==> config.mk <==
export PLATFORM = sky130hd
export DESIGN_NAME = dspcg_top
export DESIGN_NICKNAME = d
export VERILOG_FILES = /design/src/dspcg_pkg.sv /design/src/dspcg_top.sv
export SDC_FILE = /design/constraint.sdc
export NUM_CORES = 1
export LEC_CHECK = 0
export BUFFER_PORTS_ARGS = -buffer_cell sky130_fd_sc_hd__buf_4
export CAP_MARGIN = 20
export CORE_ASPECT_RATIO = 1.2
export CORE_MARGIN = 8
export CORE_UTILIZATION = 45
export DETAILED_ROUTE_END_ITERATION = 7
export PLACE_DENSITY_LB_ADDON = 0.08
export SETUP_SLACK_MARGIN = 0.1
export SLEW_MARGIN = 40
export SYNTH_ARGS = -nofsm -noshare
export SYNTH_HDL_FRONTEND = slang
export SYNTH_SLANG_ARGS = --single-unit
==> constraint.sdc <==
create_clock -name mclk -period 2.75 [get_ports mclk]
set_clock_uncertainty 0.05 [all_clocks]
set_input_delay 0.275 -clock mclk [delete_from_list [all_inputs] [get_ports mclk]]
set_output_delay 0.275 -clock mclk [all_outputs]
set_load 0.01 [all_outputs]
==> src/dspcg_pkg.sv <==
// Package for the deep-sleep port clock gating block.
// Assumes a single 25 MHz system clock and an APB master with 32-bit data.
package dspcg_pkg;
  // Register byte offsets
  localparam logic [11:0] OFS_SW_RESET_CTRL_ZERO = 12'h040; // Reset control, capability masked
  localparam logic [11:0] OFS_RUN_CLOCK_CONFIG = 12'h060; // Holds the auto gating select bit
  localparam logic [11:0] OFS_RUN_PORT_GATE = 12'h108; // Run-mode port gating
  localparam logic [11:0] OFS_SLEEP_PORT_GATE = 12'h118; // Sleep-mode port gating
  localparam logic [11:0] OFS_DEEP_SLEEP_PORT_GATE = 12'h128; // Deep-sleep port gating
  localparam logic [11:0] OFS_FAULT_STATUS = 12'h150; // Sticky fault flags, write one to clear
  localparam logic [11:0] OFS_FAULT_MASK = 12'h154; // Interrupt mask, same layout
  localparam logic [11:0] OFS_GATE_STATUS = 12'h158; // Live applied enables, read only

  // Field positions and widths
  localparam int NUM_PORTS = 8; // Ports A to H
  localparam int AUTO_GATING_BIT = 27; // Auto gating select in run clock configuration

  // Reset values
  localparam logic [31:0] RST_WORD = 32'h0000_0000; // Every register resets to zero
  localparam logic [7:0] RST_PORTS = 8'h00; // All ports unclocked after reset

  // Power modes seen by the gating selector
  typedef enum logic [1:0] {
    DSPCG_MODE_RUN,
    DSPCG_MODE_SLEEP,
    DSPCG_MODE_DEEP
  } dspcg_mode_t;

  // APB request bundle from the master
  typedef struct packed {
    logic psel;
    logic penable;
    logic pwrite;
    logic [11:0] paddr;
    logic [31:0] pwdata;
  } dspcg_apb_req_t;

  // APB answer bundle to the master
  typedef struct packed {
    logic pready;
    logic pslverr;
    logic [31:0] prdata;
  } dspcg_apb_rsp_t;

  // Port access request seen by the fault checker
  typedef struct packed {
    logic valid;
    logic [2:0] port;
  } dspcg_port_acc_t;
endpackage

==> src/dspcg_top.sv <==
// Port clock gating controller with APB registers, fault checks and reset control.
// Assumes the APB master and the port access requests are synchronous to mclk;
// the enables feed latch-based clock gate cells next to each port.
//
// Behaviour
// [RL1] Set enable bit clocks port, clear stops it
// [RL2] Access to unclocked port answers bus fault
// [RL3] Deep-sleep gating enables reset to zero
// [RL4] Bits 0..7 read-write, ports A..H ascending
// [RL5] Upper bits read zero, ignore writes
// [RL6] Mode picks run, sleep or deep gating
// [RL7] Sleep gating registers need auto gating set
// [RL8] Reset control writes masked by capability bits
// [RL9] Auto gating clear applies run gating always
// [RL10] Gated clock switches without glitches
module dspcg_top (
  // Clock and reset
  input wire logic mclk,
  input wire logic sys_rst,
  // APB slave
  input wire dspcg_pkg::dspcg_apb_req_t apb_req,
  output dspcg_pkg::dspcg_apb_rsp_t apb_rsp,
  // Power mode requests
  input wire logic sleep_mode,
  input wire logic deep_sleep_mode,
  // Capability mask for reset control writes
  input wire logic [31:0] capability_mask_one,
  // Accesses aimed at the ports
  input wire dspcg_pkg::dspcg_port_acc_t port_acc,
  output logic port_acc_fault,
  // Port clock enables and hold signals
  output logic [7:0] port_clock_enable,
  output logic [7:0] port_hold_disabled,
  // Software reset lines
  output logic [31:0] sw_reset_out,
  // Interrupt
  output logic irq
);

  // Register storage
  logic [31:0] sw_reset_ctrl_zero; // Reset control word
  logic [31:0] run_clock_configuration; // Only auto gating select is kept
  logic [7:0] run_port_clock_gate; // Run-mode enables
  logic [7:0] sleep_port_clock_gate; // Sleep-mode enables
  logic [7:0] deep_sleep_port_clock_gate; // Deep-sleep enables
  logic [7:0] fault_status; // Sticky fault flags per port
  logic [7:0] fault_mask; // Interrupt mask per port
  logic auto_gating_select;
  dspcg_pkg::dspcg_mode_t mode;
  logic [7:0] next_enable; // Enables chosen for this mode
  logic [7:0] fault_set; // Fault events this cycle
  logic [7:0] fault_clr; // Software clears this cycle
  logic wr_en; // Write completes this edge
  logic rd_en; // Read answer being prepared
  logic addr_ok;

  // Decode a byte offset into a known-register flag
  function automatic logic is_mapped(input logic [11:0] a);
    case (a)
      dspcg_pkg::OFS_SW_RESET_CTRL_ZERO,
      dspcg_pkg::OFS_RUN_CLOCK_CONFIG,
      dspcg_pkg::OFS_RUN_PORT_GATE,
      dspcg_pkg::OFS_SLEEP_PORT_GATE,
      dspcg_pkg::OFS_DEEP_SLEEP_PORT_GATE,
      dspcg_pkg::OFS_FAULT_STATUS,
      dspcg_pkg::OFS_FAULT_MASK,
      dspcg_pkg::OFS_GATE_STATUS: is_mapped = 1'b1;
      default: is_mapped = 1'b0;
    endcase
  endfunction

  // Decode a write strobe for one offset
  function automatic logic wr_hit(input logic we, input logic [11:0] a, input logic [11:0] o);
    wr_hit = we && (a == o);
  endfunction

  assign auto_gating_select = run_clock_configuration[dspcg_pkg::AUTO_GATING_BIT];
  assign addr_ok = is_mapped(apb_req.paddr);
  // Writes land only at the completing edge of the access phase
  assign wr_en = apb_req.psel && apb_req.penable && apb_rsp.pready && apb_req.pwrite;
  assign rd_en = apb_req.psel && apb_req.penable && !apb_rsp.pready && !apb_req.pwrite;

  // Current power mode; deep sleep outranks sleep
  always_comb begin
    if (deep_sleep_mode) begin
      mode = dspcg_pkg::DSPCG_MODE_DEEP;
    end else if (sleep_mode) begin
      mode = dspcg_pkg::DSPCG_MODE_SLEEP;
    end else begin
      mode = dspcg_pkg::DSPCG_MODE_RUN;
    end
  end

  // Pick the gating register for the mode
  always_comb begin
    if (!auto_gating_select) begin
      next_enable = run_port_clock_gate; // RL9
    end else begin
      case (mode) // RL6
        dspcg_pkg::DSPCG_MODE_SLEEP: next_enable = sleep_port_clock_gate; // RL7
        dspcg_pkg::DSPCG_MODE_DEEP: next_enable = deep_sleep_port_clock_gate; // RL7
        default: next_enable = run_port_clock_gate;
      endcase
    end
  end

  // APB handshake: one wait state, so every answer comes from flops
  always_ff @(posedge mclk) begin
    if (sys_rst) begin
      apb_rsp.pready <= 1'b0;
      apb_rsp.pslverr <= 1'b0;
    end else begin
      apb_rsp.pready <= apb_req.psel && apb_req.penable && !apb_rsp.pready;
      apb_rsp.pslverr <= apb_req.psel && apb_req.penable && !apb_rsp.pready && !addr_ok;
    end
  end

  // Read data mux, registered during the wait state
  always_ff @(posedge mclk) begin
    if (sys_rst) begin
      apb_rsp.prdata <= dspcg_pkg::RST_WORD;
    end else if (rd_en) begin
      case (apb_req.paddr)
        dspcg_pkg::OFS_SW_RESET_CTRL_ZERO: apb_rsp.prdata <= sw_reset_ctrl_zero;
        dspcg_pkg::OFS_RUN_CLOCK_CONFIG: apb_rsp.prdata <= run_clock_configuration;
        dspcg_pkg::OFS_RUN_PORT_GATE: apb_rsp.prdata <= {24'h000000, run_port_clock_gate};
        dspcg_pkg::OFS_SLEEP_PORT_GATE: apb_rsp.prdata <= {24'h000000, sleep_port_clock_gate};
        // Upper bits read zero
        dspcg_pkg::OFS_DEEP_SLEEP_PORT_GATE: begin
          apb_rsp.prdata <= {24'h000000, deep_sleep_port_clock_gate}; // RL5
        end
        dspcg_pkg::OFS_FAULT_STATUS: apb_rsp.prdata <= {24'h000000, fault_status};
        dspcg_pkg::OFS_FAULT_MASK: apb_rsp.prdata <= {24'h000000, fault_mask};
        dspcg_pkg::OFS_GATE_STATUS: apb_rsp.prdata <= {24'h000000, port_clock_enable};
        default: apb_rsp.prdata <= dspcg_pkg::RST_WORD;
      endcase
    end else begin
      apb_rsp.prdata <= dspcg_pkg::RST_WORD;
    end
  end

  // Gating registers; only the low eight bits exist
  always_ff @(posedge mclk) begin
    if (sys_rst) begin
      run_port_clock_gate <= dspcg_pkg::RST_PORTS;
      sleep_port_clock_gate <= dspcg_pkg::RST_PORTS;
      deep_sleep_port_clock_gate <= dspcg_pkg::RST_PORTS; // RL3
    end else begin
      if (wr_hit(wr_en, apb_req.paddr, dspcg_pkg::OFS_RUN_PORT_GATE)) begin
        run_port_clock_gate <= apb_req.pwdata[7:0];
      end
      if (wr_hit(wr_en, apb_req.paddr, dspcg_pkg::OFS_SLEEP_PORT_GATE)) begin
        sleep_port_clock_gate <= apb_req.pwdata[7:0];
      end
      // Bit 0 is port A up to bit 7 port H; bits 31:8 dropped
      if (wr_hit(wr_en, apb_req.paddr, dspcg_pkg::OFS_DEEP_SLEEP_PORT_GATE)) begin
        deep_sleep_port_clock_gate <= apb_req.pwdata[7:0]; // RL4 RL5
      end
    end
  end

  // Clock configuration word; only the auto gating bit is writable
  always_ff @(posedge mclk) begin
    if (sys_rst) begin
      run_clock_configuration <= dspcg_pkg::RST_WORD;
    end else if (wr_hit(wr_en, apb_req.paddr, dspcg_pkg::OFS_RUN_CLOCK_CONFIG)) begin
      run_clock_configuration <= apb_req.pwdata & (32'h0000_0001 << dspcg_pkg::AUTO_GATING_BIT);
    end
  end

  // Reset control: bits without capability keep their value
  always_ff @(posedge mclk) begin
    if (sys_rst) begin
      sw_reset_ctrl_zero <= dspcg_pkg::RST_WORD;
    end else if (wr_hit(wr_en, apb_req.paddr, dspcg_pkg::OFS_SW_RESET_CTRL_ZERO)) begin
      sw_reset_ctrl_zero <= (apb_req.pwdata & capability_mask_one)
                          | (sw_reset_ctrl_zero & ~capability_mask_one); // RL8
    end
  end

  // Applied enables, one flop per port so the gate cell sees a clean level
  generate
    for (genvar p = 0; p < dspcg_pkg::NUM_PORTS; p++) begin : g_port
      always_ff @(posedge mclk) begin
        if (sys_rst) begin
          port_clock_enable[p] <= 1'b0;
          port_hold_disabled[p] <= 1'b1;
        end else begin
          // Registered level changes only on mclk, never mid-pulse
          port_clock_enable[p] <= next_enable[p]; // RL1 RL10
          port_hold_disabled[p] <= !next_enable[p]; // RL1
        end
      end
    end
  endgenerate

  // Fault events: access to a port whose clock is stopped
  always_comb begin
    fault_set = 8'h00;
    if (port_acc.valid && !port_clock_enable[port_acc.port]) begin
      fault_set[port_acc.port] = 1'b1; // RL2
    end
  end

  // Bus fault answer, one cycle after the access
  always_ff @(posedge mclk) begin
    if (sys_rst) begin
      port_acc_fault <= 1'b0;
    end else begin
      port_acc_fault <= |fault_set; // RL2
    end
  end

  assign fault_clr = wr_hit(wr_en, apb_req.paddr, dspcg_pkg::OFS_FAULT_STATUS)
                   ? apb_req.pwdata[7:0] : 8'h00;

  // Sticky status; a new fault beats a clear in the same cycle
  always_ff @(posedge mclk) begin
    if (sys_rst) begin
      fault_status <= dspcg_pkg::RST_PORTS;
    end else begin
      fault_status <= (fault_status & ~fault_clr) | fault_set;
    end
  end

  // Interrupt mask
  always_ff @(posedge mclk) begin
    if (sys_rst) begin
      fault_mask <= dspcg_pkg::RST_PORTS;
    end else if (wr_hit(wr_en, apb_req.paddr, dspcg_pkg::OFS_FAULT_MASK)) begin
      fault_mask <= apb_req.pwdata[7:0];
    end
  end

  // Level interrupt, one cycle behind status
  always_ff @(posedge mclk) begin
    if (sys_rst) begin
      irq <= 1'b0;
    end else begin
      irq <= |(fault_status & fault_mask);
    end
  end

  // Software reset lines follow the control word
  always_ff @(posedge mclk) begin
    if (sys_rst) begin
      sw_reset_out <= dspcg_pkg::RST_WORD;
    end else begin
      sw_reset_out <= sw_reset_ctrl_zero;
    end
  end
endmodule

After elaboration in Yosys (flattened, before gate mapping). Cells that the tools add are included.

Bits in registers: 157. Bits of input ports: 87. Output and inout bits: 84. Logic and storage cells: 93.

Magnitude comparators: 2. Equality and inequality tests: 10. Muxes and demuxes: 12. Bitwise operators: 9. Reduce and logical (&&, ||, !) cells: 31.

Operators by type and width (count): $pmux 32 s8 (1); $eq 12x9->1 const B (6); $and 32x32->32 (2); $not 32->32 (1); $or 32x32->32 (1); $eq 12x7->1 const B (2); $mux 8 (3); $reduce_or 8->1 (3); $and 8x8->8 (2); $pmux 8 s2 (1); $logic_and 1x1->1 (15); $logic_not 1->1 (12); $not 8->8 (1); $or 8x8->8 (1); $lt 3x4->1 const B (1); $mux 1 (4); $bmux 1 s3 (1); $demux 1 s3 (1); $ge 3x1->1 const B (1); $eq 2x1->1 const B (1); $eq 2x2->1 const B (1); $mux 2 (1); $reduce_or 2->1 (1); $not 1->1 (1).

Longest topological paths before layout. Gate-level depths: netlist of the first run.

Depth after elaboration: 8. Depth in mapped cells: 7. Gate-level depth less buffers: 4.

Worst setup path after synthesis of the first run. No wires, ideal clock.

Path type: input to register. Start: input apb_req[41] (netlist bit). End: register fault_mask[0]. Setup time: 0.132 ns. Data arrival time: 1.742 ns. Required time: 2.568 ns. Setup slack: 0.826 ns. Stages: 7. Path buffers: 3. Cells stage by stage: or4b_1 > buf_6 > or3_1 > buf_2 > buf_6 > o21ai_1 > a21oi_1.

Word-level cells in the longest chain between the ends: 2.

Ends and longest elaborated chain: from (decl) (line dspcg_top.sv:21) `input wire dspcg_pkg::dspcg_apb_req_t apb_req,`; $eq 12x9->1 (line dspcg_top.sv:74) `wr_hit = we && (a == o);`; $logic_and 1x1->1 (line dspcg_top.sv:74); to (signal assigned) (line dspcg_top.sv:229) `fault_mask <= dspcg_pkg::RST_PORTS;`; to (signal assigned) (line dspcg_top.sv:231) `fault_mask <= apb_req.pwdata[7:0];`; to (decl) (line dspcg_top.sv:47) `logic [7:0] fault_mask;`.

Every way passes these cells. A chain may end at the register's enable or synchronous reset.

Worst setup path after layout of the first run.
Start: input apb_req[41] (netlist bit). End: register fault_mask[7].

Same word-level chain as after synthesis.

==> results of run 1 <==
[logic make-up (layout without fill, tap and decap cells)]
logic type	count (synthesis)	in the layout	share of synthesized area, %
AO/OA/AOI/OAI	216	216	20.7
buffers and inverters	86	251	5.85
flip-flops	157	157	50.4
multiplexers	11	11	1.78
AND/OR/NAND/NOR	227	227	21.3
[layout make-up]
class / instances / area share (%)
Sequential cell: 157 / 38.3
Multi-Input combinational cell: 454 / 33.4
Timing Repair Buffer: 183 / 16.9
Clock buffer: 21 / 5.61
Tap cell: 171 / 2.61
Inverter: 36 / 1.65
Clock inverter: 11 / 1.62
[per-layer routing]
layer,part of all wire [%],up-vias
met1,39,2691
li1,-,2787
met2,50,275
met4,2.0,0
met5,0,-
met3,8.7,25
[power groups by stage]
stage | clock, mW | sequential (mW) | combinational [mW]
after floorplan | 0 | 2.33 | 0.0991
after global placement | 0 | 2.33 | 0.251
after detailed placement | 0 | 2.33 | 0.253
after CTS | 2.37 | 2.28 | 0.255
after global routing | 2.47 | 2.28 | 0.278
final | 2.34 | 2.28 | 0.257
[stage by stage]
step / power [mW] / hold slack (ns) / area, µm²
after floorplan: 2.43 / 0.370 / 6240
after global placement: 2.59 / 0.394 / 7610
after detailed placement: 2.59 / 0.404 / 7620
after CTS: 4.90 / 0.0495 / 8210
after global routing: 5.04 / 0.0547 / 8210
final: 4.88 / 0.0608 / 8210
[tightest hold or removal path, delay by kind of cell]
kind	cells	cell delay, ns
AND/OR/NAND/NOR	1	0.05
buffers and inverters	1	0.11
AO/OA/AOI/OAI	1	0.06
[placed cells by master (no fill, tap or decap), drive strengths merged, types with 3 or more instances in the layout]
cell / n
a22oi: 12
nor4: 5
o2bb2ai: 8
mux2i: 10
a32o: 6
a2111oi: 4
nand2b: 3
a211oi: 17
dfxtp: 157
nor3: 6
nor2b: 35
nand3: 72
nor2: 21
a21oi: 72
clkinvlp: 4
nand3b: 19
nand2: 13
inv: 40
o21ai: 81
buf: 183
or3: 3
a211o: 8
clkbuf: 21
and4: 3
and3: 9
and2: 26
nand4: 3
[worst paths after layout]
check	startpoint	endpoint	slack, ns	cells past startpoint
min	apb_req[11]	register	0.06	3
max	apb_req[41]	fault_mask[7]	0.75	5
max reg2reg	apb_rsp[33]	fault_mask[7]	0.86	4
min reg2reg	register	apb_rsp[29]	0.42	1
==> results_dict.tcl, run 1 <==
set metrics [dict create \
    seq_area_frac_synth_pct 50.4 \
    clkPwrFrac_pct 47.9 \
    leakage_nw 3.26 \
    syn_to_final_growth_pct 31.5 \
    numCtsBuffers 17 \
    path_buf_inv 1 \
    report.final.slew_viol_count 0 \
    final_layout_size_suffix_gt1_share_pct 26.1 \
    p_int_mw 3.79 \
    worst_setup_path_end_kind "register" \
    hp-class "in -> reg" \
    cp.arrival_ns 2.24 \
    pwr-share-comb_pct 5.3 \
    cpMaxStageDelayCell "or4b_1" \
    clk_pin_slew_worst_paths_ns 0.06 \
    grt_use_met1_pct 26.2 \
    final_nets 936 \
    vias 5778 \
    grt_pass1_wl_um 31100 \
    initial_core_util_pct 45.6 \
    place_congestion 0.909 \
    cp_top_family "simple AND/OR/NAND/NOR gates" \
    required_ns 2.99 \
    p_seq_share_pct 46.8 \
    synth_commonest_cells "dfxtp_1, a21oi_1, nand3_1" \
    num_io_pins 171 \
    peakVddDrop_mv 0.661 \
    synth.net_count 784 \
    multi_input_area_um2 2740 \
    ff_latch_area_um2 3140 \
    drt-total-wl_um 19900 \
    die_h_um 145 \
    relSlewSlack_pct 56.2 \
    finalHoldViolations 0 \
    grt_overflow 0 \
    track_usage_pct 22.2 \
    grt_busiest_layer "met2" \
    clock_latency_ns 0.43 \
    yosys-top-cells-area "dfxtp_1, a21oi_1, nand3_1" \
    cts_sinks 157 \
    cp_slowest_stage_delay_ns 0.74 \
    status "finished clean" \
    yosys_warnings 0 \
    pre_cts_slack_ns 0.405 \
    grt_setup_unrepaired "false" \
    synth_top_area_share_pct 50.4 \
    dr.pass1.iters 5 \
    grt_max_degree 44 \
    worst_slew_pin_slew_ns 0.640 \
    setup_viol 0 \
    nFillCells 1218 \
    cap_viol_max_count 0 \
    h-tree-depth 4 \
    die_x_um 124 \
    netSwitchingPower_mw 1.09 \
    ant_nets 0 \
    dp_hpwl_um 14800 \
    met2_usage_pct 37.0 \
    n_antenna_cell 0 \
    root_buffer "clkbuf_16" \
    synth_seq_cells 157 \
    fin_crit_sh_pct 72.7 \
    synth_cell_type_count 49 \
    path_cells "buf_4, or4b_1, or3_1, o21ai_0, a21oi_1" \
    grt_antenna_before_repair 0 \
    setup_ws_ns 0.751 \
    start_kind "input pin" \
    tns_ns 0 \
    fin_crit_ns 2.00 \
    cts_resized 0 \
    core_area_um2 13700 \
    path_max_fanout 16 \
    viasPerCell 5.59 \
    power_density_nw_per_um2 594 \
    rows 47 \
    remaining_drc_errors 0 \
    port_buffers 170 \
    synth.avg_cell_area_um2 8.96 \
    syn-instance-count 697 \
    gr-usage-met3_pct 5.59 \
    cts_setup_buffers 0 \
    grt_pass1_vias 5574 \
    layout.cells.non_filler 1033 \
    final_util_pct 59.9 \
    clockBufferDepth 2 \
    drtIter0Drc 626 \
    yosysMostFrequentCell "dfxtp_1" \
    synth_top_cell_by_area "dfxtp_1" \
    cts_tree "done" \
    synthArstFlopShare_pct 0 \
    synth_area_um2 6240 \
    cts_hold_buf 0 \
    dieArea_um2 17900 \
    timing.fmax_mhz 500 \
    crit_type "in -> reg" \
    routedWlPerCell_um 19.2 \
    p_sw_share_pct 22.3 \
    synth_ff_type "dfxtp_1" \
    place_inst 1001 \
    synth_edf_count 0 \
]
Power figures use the tool's default switching activity.
==> run 2: changes to the inputs <==
==> constraint.sdc (replaced) <==
create_clock -name mclk -period 1.72 [get_ports mclk]
set_clock_uncertainty 0.05 [all_clocks]
set_input_delay 0.172 -clock mclk [delete_from_list [all_inputs] [get_ports mclk]]
set_output_delay 0.172 -clock mclk [all_outputs]
set_load 0.01 [all_outputs]
==> run 2 against run 1 <==
  * Combinational power up 120%
  * Die area unchanged
  * Sequential share of layout area down 4.2 points
  * Sequential power up 60%
  * Register-to-register slack worse by 0.71 ns
  * Utilization up 7.4 points
  * Count of clock-buffer cells in the layout down 1
  * Non-clock buffer count up 94
  * Worst hold slack worse by 0.051 ns
  * Critical endpoint is now fault_status[1]
  * Highest routed layer unchanged
==> results_dict.tcl, run 2 (synthesis results as in run 1) <==
set metrics [dict create \
    fin_crit_sh_pct 94.2 \
    required_ns 2.04 \
    cp_top_family "buffers and inverters" \
    final_layout_size_suffix_gt1_share_pct 30.2 \
    grt_pass1_vias 6160 \
    p_seq_share_pct 45.9 \
    rows 47 \
    final_common_cell "buf_4" \
    place_congestion 0.943 \
    cts_sinks 157 \
    status "finished clean" \
    reg2reg_to "fault_mask[7]" \
    grt_overflow 0 \
    h-tree-depth 4 \
    cp.arrival_ns 1.94 \
    hp-class "in -> reg" \
    crit_type "in -> reg" \
    pwr-share-comb_pct 7.3 \
    place_inst 1038 \
    dieArea_um2 17900 \
    dp_hpwl_um 16100 \
    cap_viol_max_count 0 \
    clkPwrFrac_pct 46.9 \
    cts_tree "done" \
    relSlewSlack_pct 59.4 \
    grt_max_degree 47 \
    rrSetupSlack_ns 0.15 \
    remaining_drc_errors 0 \
    layout.cells.non_filler 1127 \
    nFillCells 1108 \
    final_util_pct 67.3 \
    netSwitchingPower_mw 1.80 \
    report.final.slew_viol_count 0 \
    drtIter0Drc 561 \
    path_max_fanout 4 \
    ff_latch_area_um2 3150 \
    worst_slew_pin_slew_ns 0.608 \
    die_x_um 124 \
    routedWlPerCell_um 19.9 \
    fin_crit_ns 1.62 \
    ant_nets 0 \
    timing.fmax_mhz 617 \
    worstHoldPathCells 3 \
    clk_pin_slew_worst_paths_ns 0.06 \
    initial_core_util_pct 45.6 \
    syn_to_final_growth_pct 47.8 \
    finalHoldViolations 0 \
    track_usage_pct 24.3 \
    num_io_pins 171 \
    cp_slowest_stage_delay_ns 0.54 \
    grt_antenna_before_repair 0 \
    hp-start "capability_mask_one[31]" \
    worst_setup_path_end_kind "register" \
    grt_pass1_wl_um 33500 \
    path_buf_inv 2 \
    leakage_nw 3.73 \
    grt_setup_unrepaired "true" \
    start_kind "input pin" \
    port_buffers 170 \
    clock_latency_ns 0.42 \
    r2r_cells 6 \
    peakVddDrop_mv 0.639 \
    drt-total-wl_um 22400 \
    setup_viol 0 \
    multi_input_area_um2 2860 \
    p_int_mw 6.17 \
    viasPerCell 5.50 \
    vias 6202 \
    numCtsBuffers 17 \
    path_cells "dlygate4sd3_1, buf_4, nand2b_1, a2111oi_4, and3_1, a32o_1" \
    root_buffer "clkbuf_16" \
    die_h_um 145 \
    core_area_um2 13700 \
    power_density_nw_per_um2 863 \
    p_sw_share_pct 22.6 \
    clockBufferDepth 2 \
    final_cell_mix "buf_4, dfxtp_1, a21oi_1" \
    final_nets 1030 \
    n_antenna_cell 0 \
    dr.pass1.iters 5 \
    cpMaxStageDelayCell "dlygate4sd3_1" \
    timing.rr.start "apb_rsp[33]" \
]
[run 2: final cells by class]
type,instances,share of cell area [%]
multi-input cells,454,31.0
clock buffers,20,4.95
well taps,171,2.32
inverters,36,1.46
repair buffers,277,24.7
flip-flops and latches,157,34.1
clock inverters,12,1.48
[run 2: stage by stage]
step,power [mW],hold WS [ns],cell area [µm²],setup TNS [ns],setup WS (ns)
detailed placement,4.19,0.397,7970,-7.76,-0.155
floorplan,3.90,0.267,6320,-0.646,-0.0330
global placement,4.18,0.392,7970,-4.97,-0.128
CTS,8.01,0.00127,9110,0,0.0883
global route,8.21,0.0158,9230,0,0.0691
finish,7.96,0.00933,9230,0,0.0990
[run 2: per-layer routing]
metal	routed length, µm	part of all wire [%]	GRT usage, %	vias to the layer above
met3	1530	6.8	5.09	52
met2	11100	50	40.5	241
li1	-	-	-	2983
met4	981	4.4	12.7	0
met1	8770	39	28.3	2926
met5	0	0	0	-
[run 2: worst max-delay path by stage]
stage / from / endpoint / slack [ns] / depth (start not counted)
CTS: apb_rsp[33] / sleep_port_clock_gate[0] / 0.09 / 6
global route: port_clock_enable[7] / fault_status[7] / 0.07 / 4
detailed placement: apb_req[41] / apb_rsp[5] / -0.15 / 7
floorplan: apb_req[41] / fault_mask[0] / -0.03 / 7
finish: sys_rst / fault_status[1] / 0.1 / 6
global placement: apb_req[39] / apb_rsp[0] / -0.13 / 6
[run 2: tightest hold or removal path: stages]
cell	delay (ns)
buf_4	0.12
nand3_1	0.08
a21oi_1	0.06
[run 2: what timing repair did]
item / 4_1_cts / 5_1_grt
gates resized for setup: 3 / 35
hold endpoints to repair: 34 / 0
cloned: 0 / 1
hold buffers: 54 / 0
endpoints found under the setup margin: 16 / 66
buffers inserted: 0 / 2
pin swaps: 0 / 3
[run 2: power groups by stage]
stage	combinational (mW)	clock (mW)	sequential [mW]
final	0.577	3.73	3.65
after floorplan	0.165	0	3.73
after global placement	0.451	0	3.73
after CTS	0.563	3.79	3.65
after detailed placement	0.460	0	3.73
after global routing	0.611	3.95	3.65
==> run 3: changes to the inputs <==
--- a/config.mk
+++ b/config.mk
@@ -12,6 +12,7 @@
 export CORE_UTILIZATION = 45
 export DETAILED_ROUTE_END_ITERATION = 7
 export PLACE_DENSITY_LB_ADDON = 0.08
+export REMOVE_ABC_BUFFERS = 1
 export SETUP_SLACK_MARGIN = 0.1
 export SLEW_MARGIN = 40
 export SYNTH_ARGS = -nofsm -noshare
==> run 3 against run 2 <==
  * Cell count is 0.35% lower
  * Total power decreased by 0.11%
  * Design area decreased by 1.2%
  * Worst hold slack improved by 0.0034 ns
  * Non-clock buffer count decreased by 3
  * Register-to-register slack better by 0.02 ns
  * Clock power is essentially flat
  * Fmax is 3.8% higher
  * Sequential power barely moved
  * Combinational power shrank 3%
  * Critical path type unchanged
  * Critical endpoint is now sleep_port_clock_gate[2]
==> results_dict.tcl, run 3 (synthesis results as in run 1) <==
set metrics [dict create \
    hp-class "in -> reg" \
    drt-total-wl_um 21700 \
    final_layout_size_suffix_gt1_share_pct 28.0 \
    hp-start "capability_mask_one[1]" \
    final_cell_mix "buf_4, dfxtp_1, nand3_1" \
    cts_tree "done" \
    place_inst 1037 \
    timing.rr.start "port_clock_enable[7]" \
    die_x_um 124 \
    dp_hpwl_um 15800 \
    worstHoldPathCells 3 \
    setup_viol 0 \
    rows 47 \
    dieArea_um2 17900 \
    clk_pin_slew_worst_paths_ns 0.06 \
    n_antenna_cell 0 \
    finalHoldViolations 0 \
    crit_type "in -> reg" \
    report.final.slew_viol_count 0 \
    nFillCells 1130 \
    numCtsBuffers 17 \
    root_buffer "clkbuf_16" \
    h-tree-depth 4 \
    cp.arrival_ns 1.78 \
    grt_setup_unrepaired "true" \
    final_common_cell "buf_4" \
    grt_overflow 0 \
    stdcell_area_um2 9120 \
    pre_cts_slack_ns -0.331 \
    required_ns 1.94 \
    reg2reg_to "fault_status[7]" \
    die_h_um 145 \
    final_nets 1027 \
    track_usage_pct 23.5 \
    setup_ws_ns 0.159 \
    clock_latency_ns 0.41 \
    fin_crit_sh_pct 90.8 \
    grt_pass1_wl_um 33100 \
    worst_slew_pin_slew_ns 0.599 \
    remaining_drc_errors 0 \
    status "finished clean" \
    grt_pass1_vias 6213 \
    vias 6163 \
    core_area_um2 13700 \
    timing.fmax_mhz 641 \
    cap_viol_max_count 0 \
    peakVddDrop_mv 0.578 \
    cts_setup_buffers 0 \
    path_max_fanout 16 \
    clockBufferDepth 2 \
    num_io_pins 171 \
    place_congestion 0.904 \
    grt_max_degree 117 \
    rrSetupSlack_ns 0.17 \
    worst_setup_path_end_kind "register" \
    power_density_nw_per_um2 872 \
    port_buffers 170 \
    fin_crit_ns 1.56 \
    routedWlPerCell_um 19.4 \
    syn_to_final_growth_pct 46.1 \
    grt_antenna_before_repair 0 \
    fin_hold_ws_ns 0.0127 \
    r2r_cells 5 \
    post_dp_cell_area_um2 7940 \
    dr.pass1.iters 5 \
    relSlewSlack_pct 60.0 \
    finalPower_mw 7.95 \
    drtIter0Drc 570 \
    initial_core_util_pct 45.6 \
    ant_nets 0 \
    viasPerCell 5.49 \
    leakage_nw 3.70 \
    layout.cells.non_filler 1123 \
    start_kind "input pin" \
    cts_sinks 157 \
]
run 3: changes by cell type in the layout (fill, tap and decap cells not counted), sizes merged:
cell,change
dlygate4sd3,+1
clkbuf,+1
clkinv,-2
buf,-4
bufinv,+1
inv,-1
run 3: routing by layer:
layer / track usage, % / wire [µm] / vias to the layer above / part of all wire, %
li1: - / - / 2968 / -
met1: 28.7 / 8920 / 2902 / 41
met2: 39.4 / 10600 / 265 / 49
met3: 5.43 / 1740 / 28 / 8.0
met4: 7.91 / 429 / 0 / 2.0
met5: 0 / 0 / - / 0
run 3: worst max-delay path by stage:
stage / startpoint / end / slack (ns) / depth (start not counted)
2_1_floorplan: apb_req[39] / register / -0.74 / 4
3_3_place_gp: apb_req[41] / deep_sleep_port_clock_gate[5] / -0.28 / 7
3_5_place_dp: apb_req[41] / sleep_port_clock_gate[1] / -0.33 / 7
4_1_cts: apb_req[41] / sleep_port_clock_gate[1] / 0.10 / 7
5_1_grt: apb_req[45] / apb_rsp[27] / 0.07 / 6
6_report: apb_req[41] / sleep_port_clock_gate[2] / 0.16 / 7
run 3: metrics by stage:
stage	TNS, ns	util, %
after global routing	0	66.6
after detailed placement	-16.66	57.9
after global placement	-14.53	57.9
after CTS	0	66.2
final	0	66.6
after floorplan	-43.22	-
run 3: cell type report:
class	count	area, µm²	share of cell area, %
inverters	36	135	1.48
well taps	171	214	2.35
multi-input cells	454	2770	30.4
clock buffers	21	440	4.83
repair buffers	274	2270	24.9
clock inverters	10	141	1.55
flip-flops and latches	157	3140	34.5
run 3: timing repair:
action                                  CTS  global route
pin swaps                                 1             4
endpoints found under the setup margin    9            82
gates resized for setup                   2            22
hold endpoints to repair                 35             0
gates cloned                              0             0
hold buffers                             55             0
run 3: report_power, final:
group / total [mW] / switching (mW) / internal, mW
clock network: 3.74 / 1.46 / 2.28
registers: 3.65 / 0.00780 / 3.65
logic: 0.562 / 0.271 / 0.291
run 3: worst max-delay path, stage by stage:
cell,delay [ns]
buf_4,0.12
or4b_4,0.54
buf_6,0.16
or3_1,0.36
buf_6,0.17
o21ai_0,0.16
a21oi_1,0.09
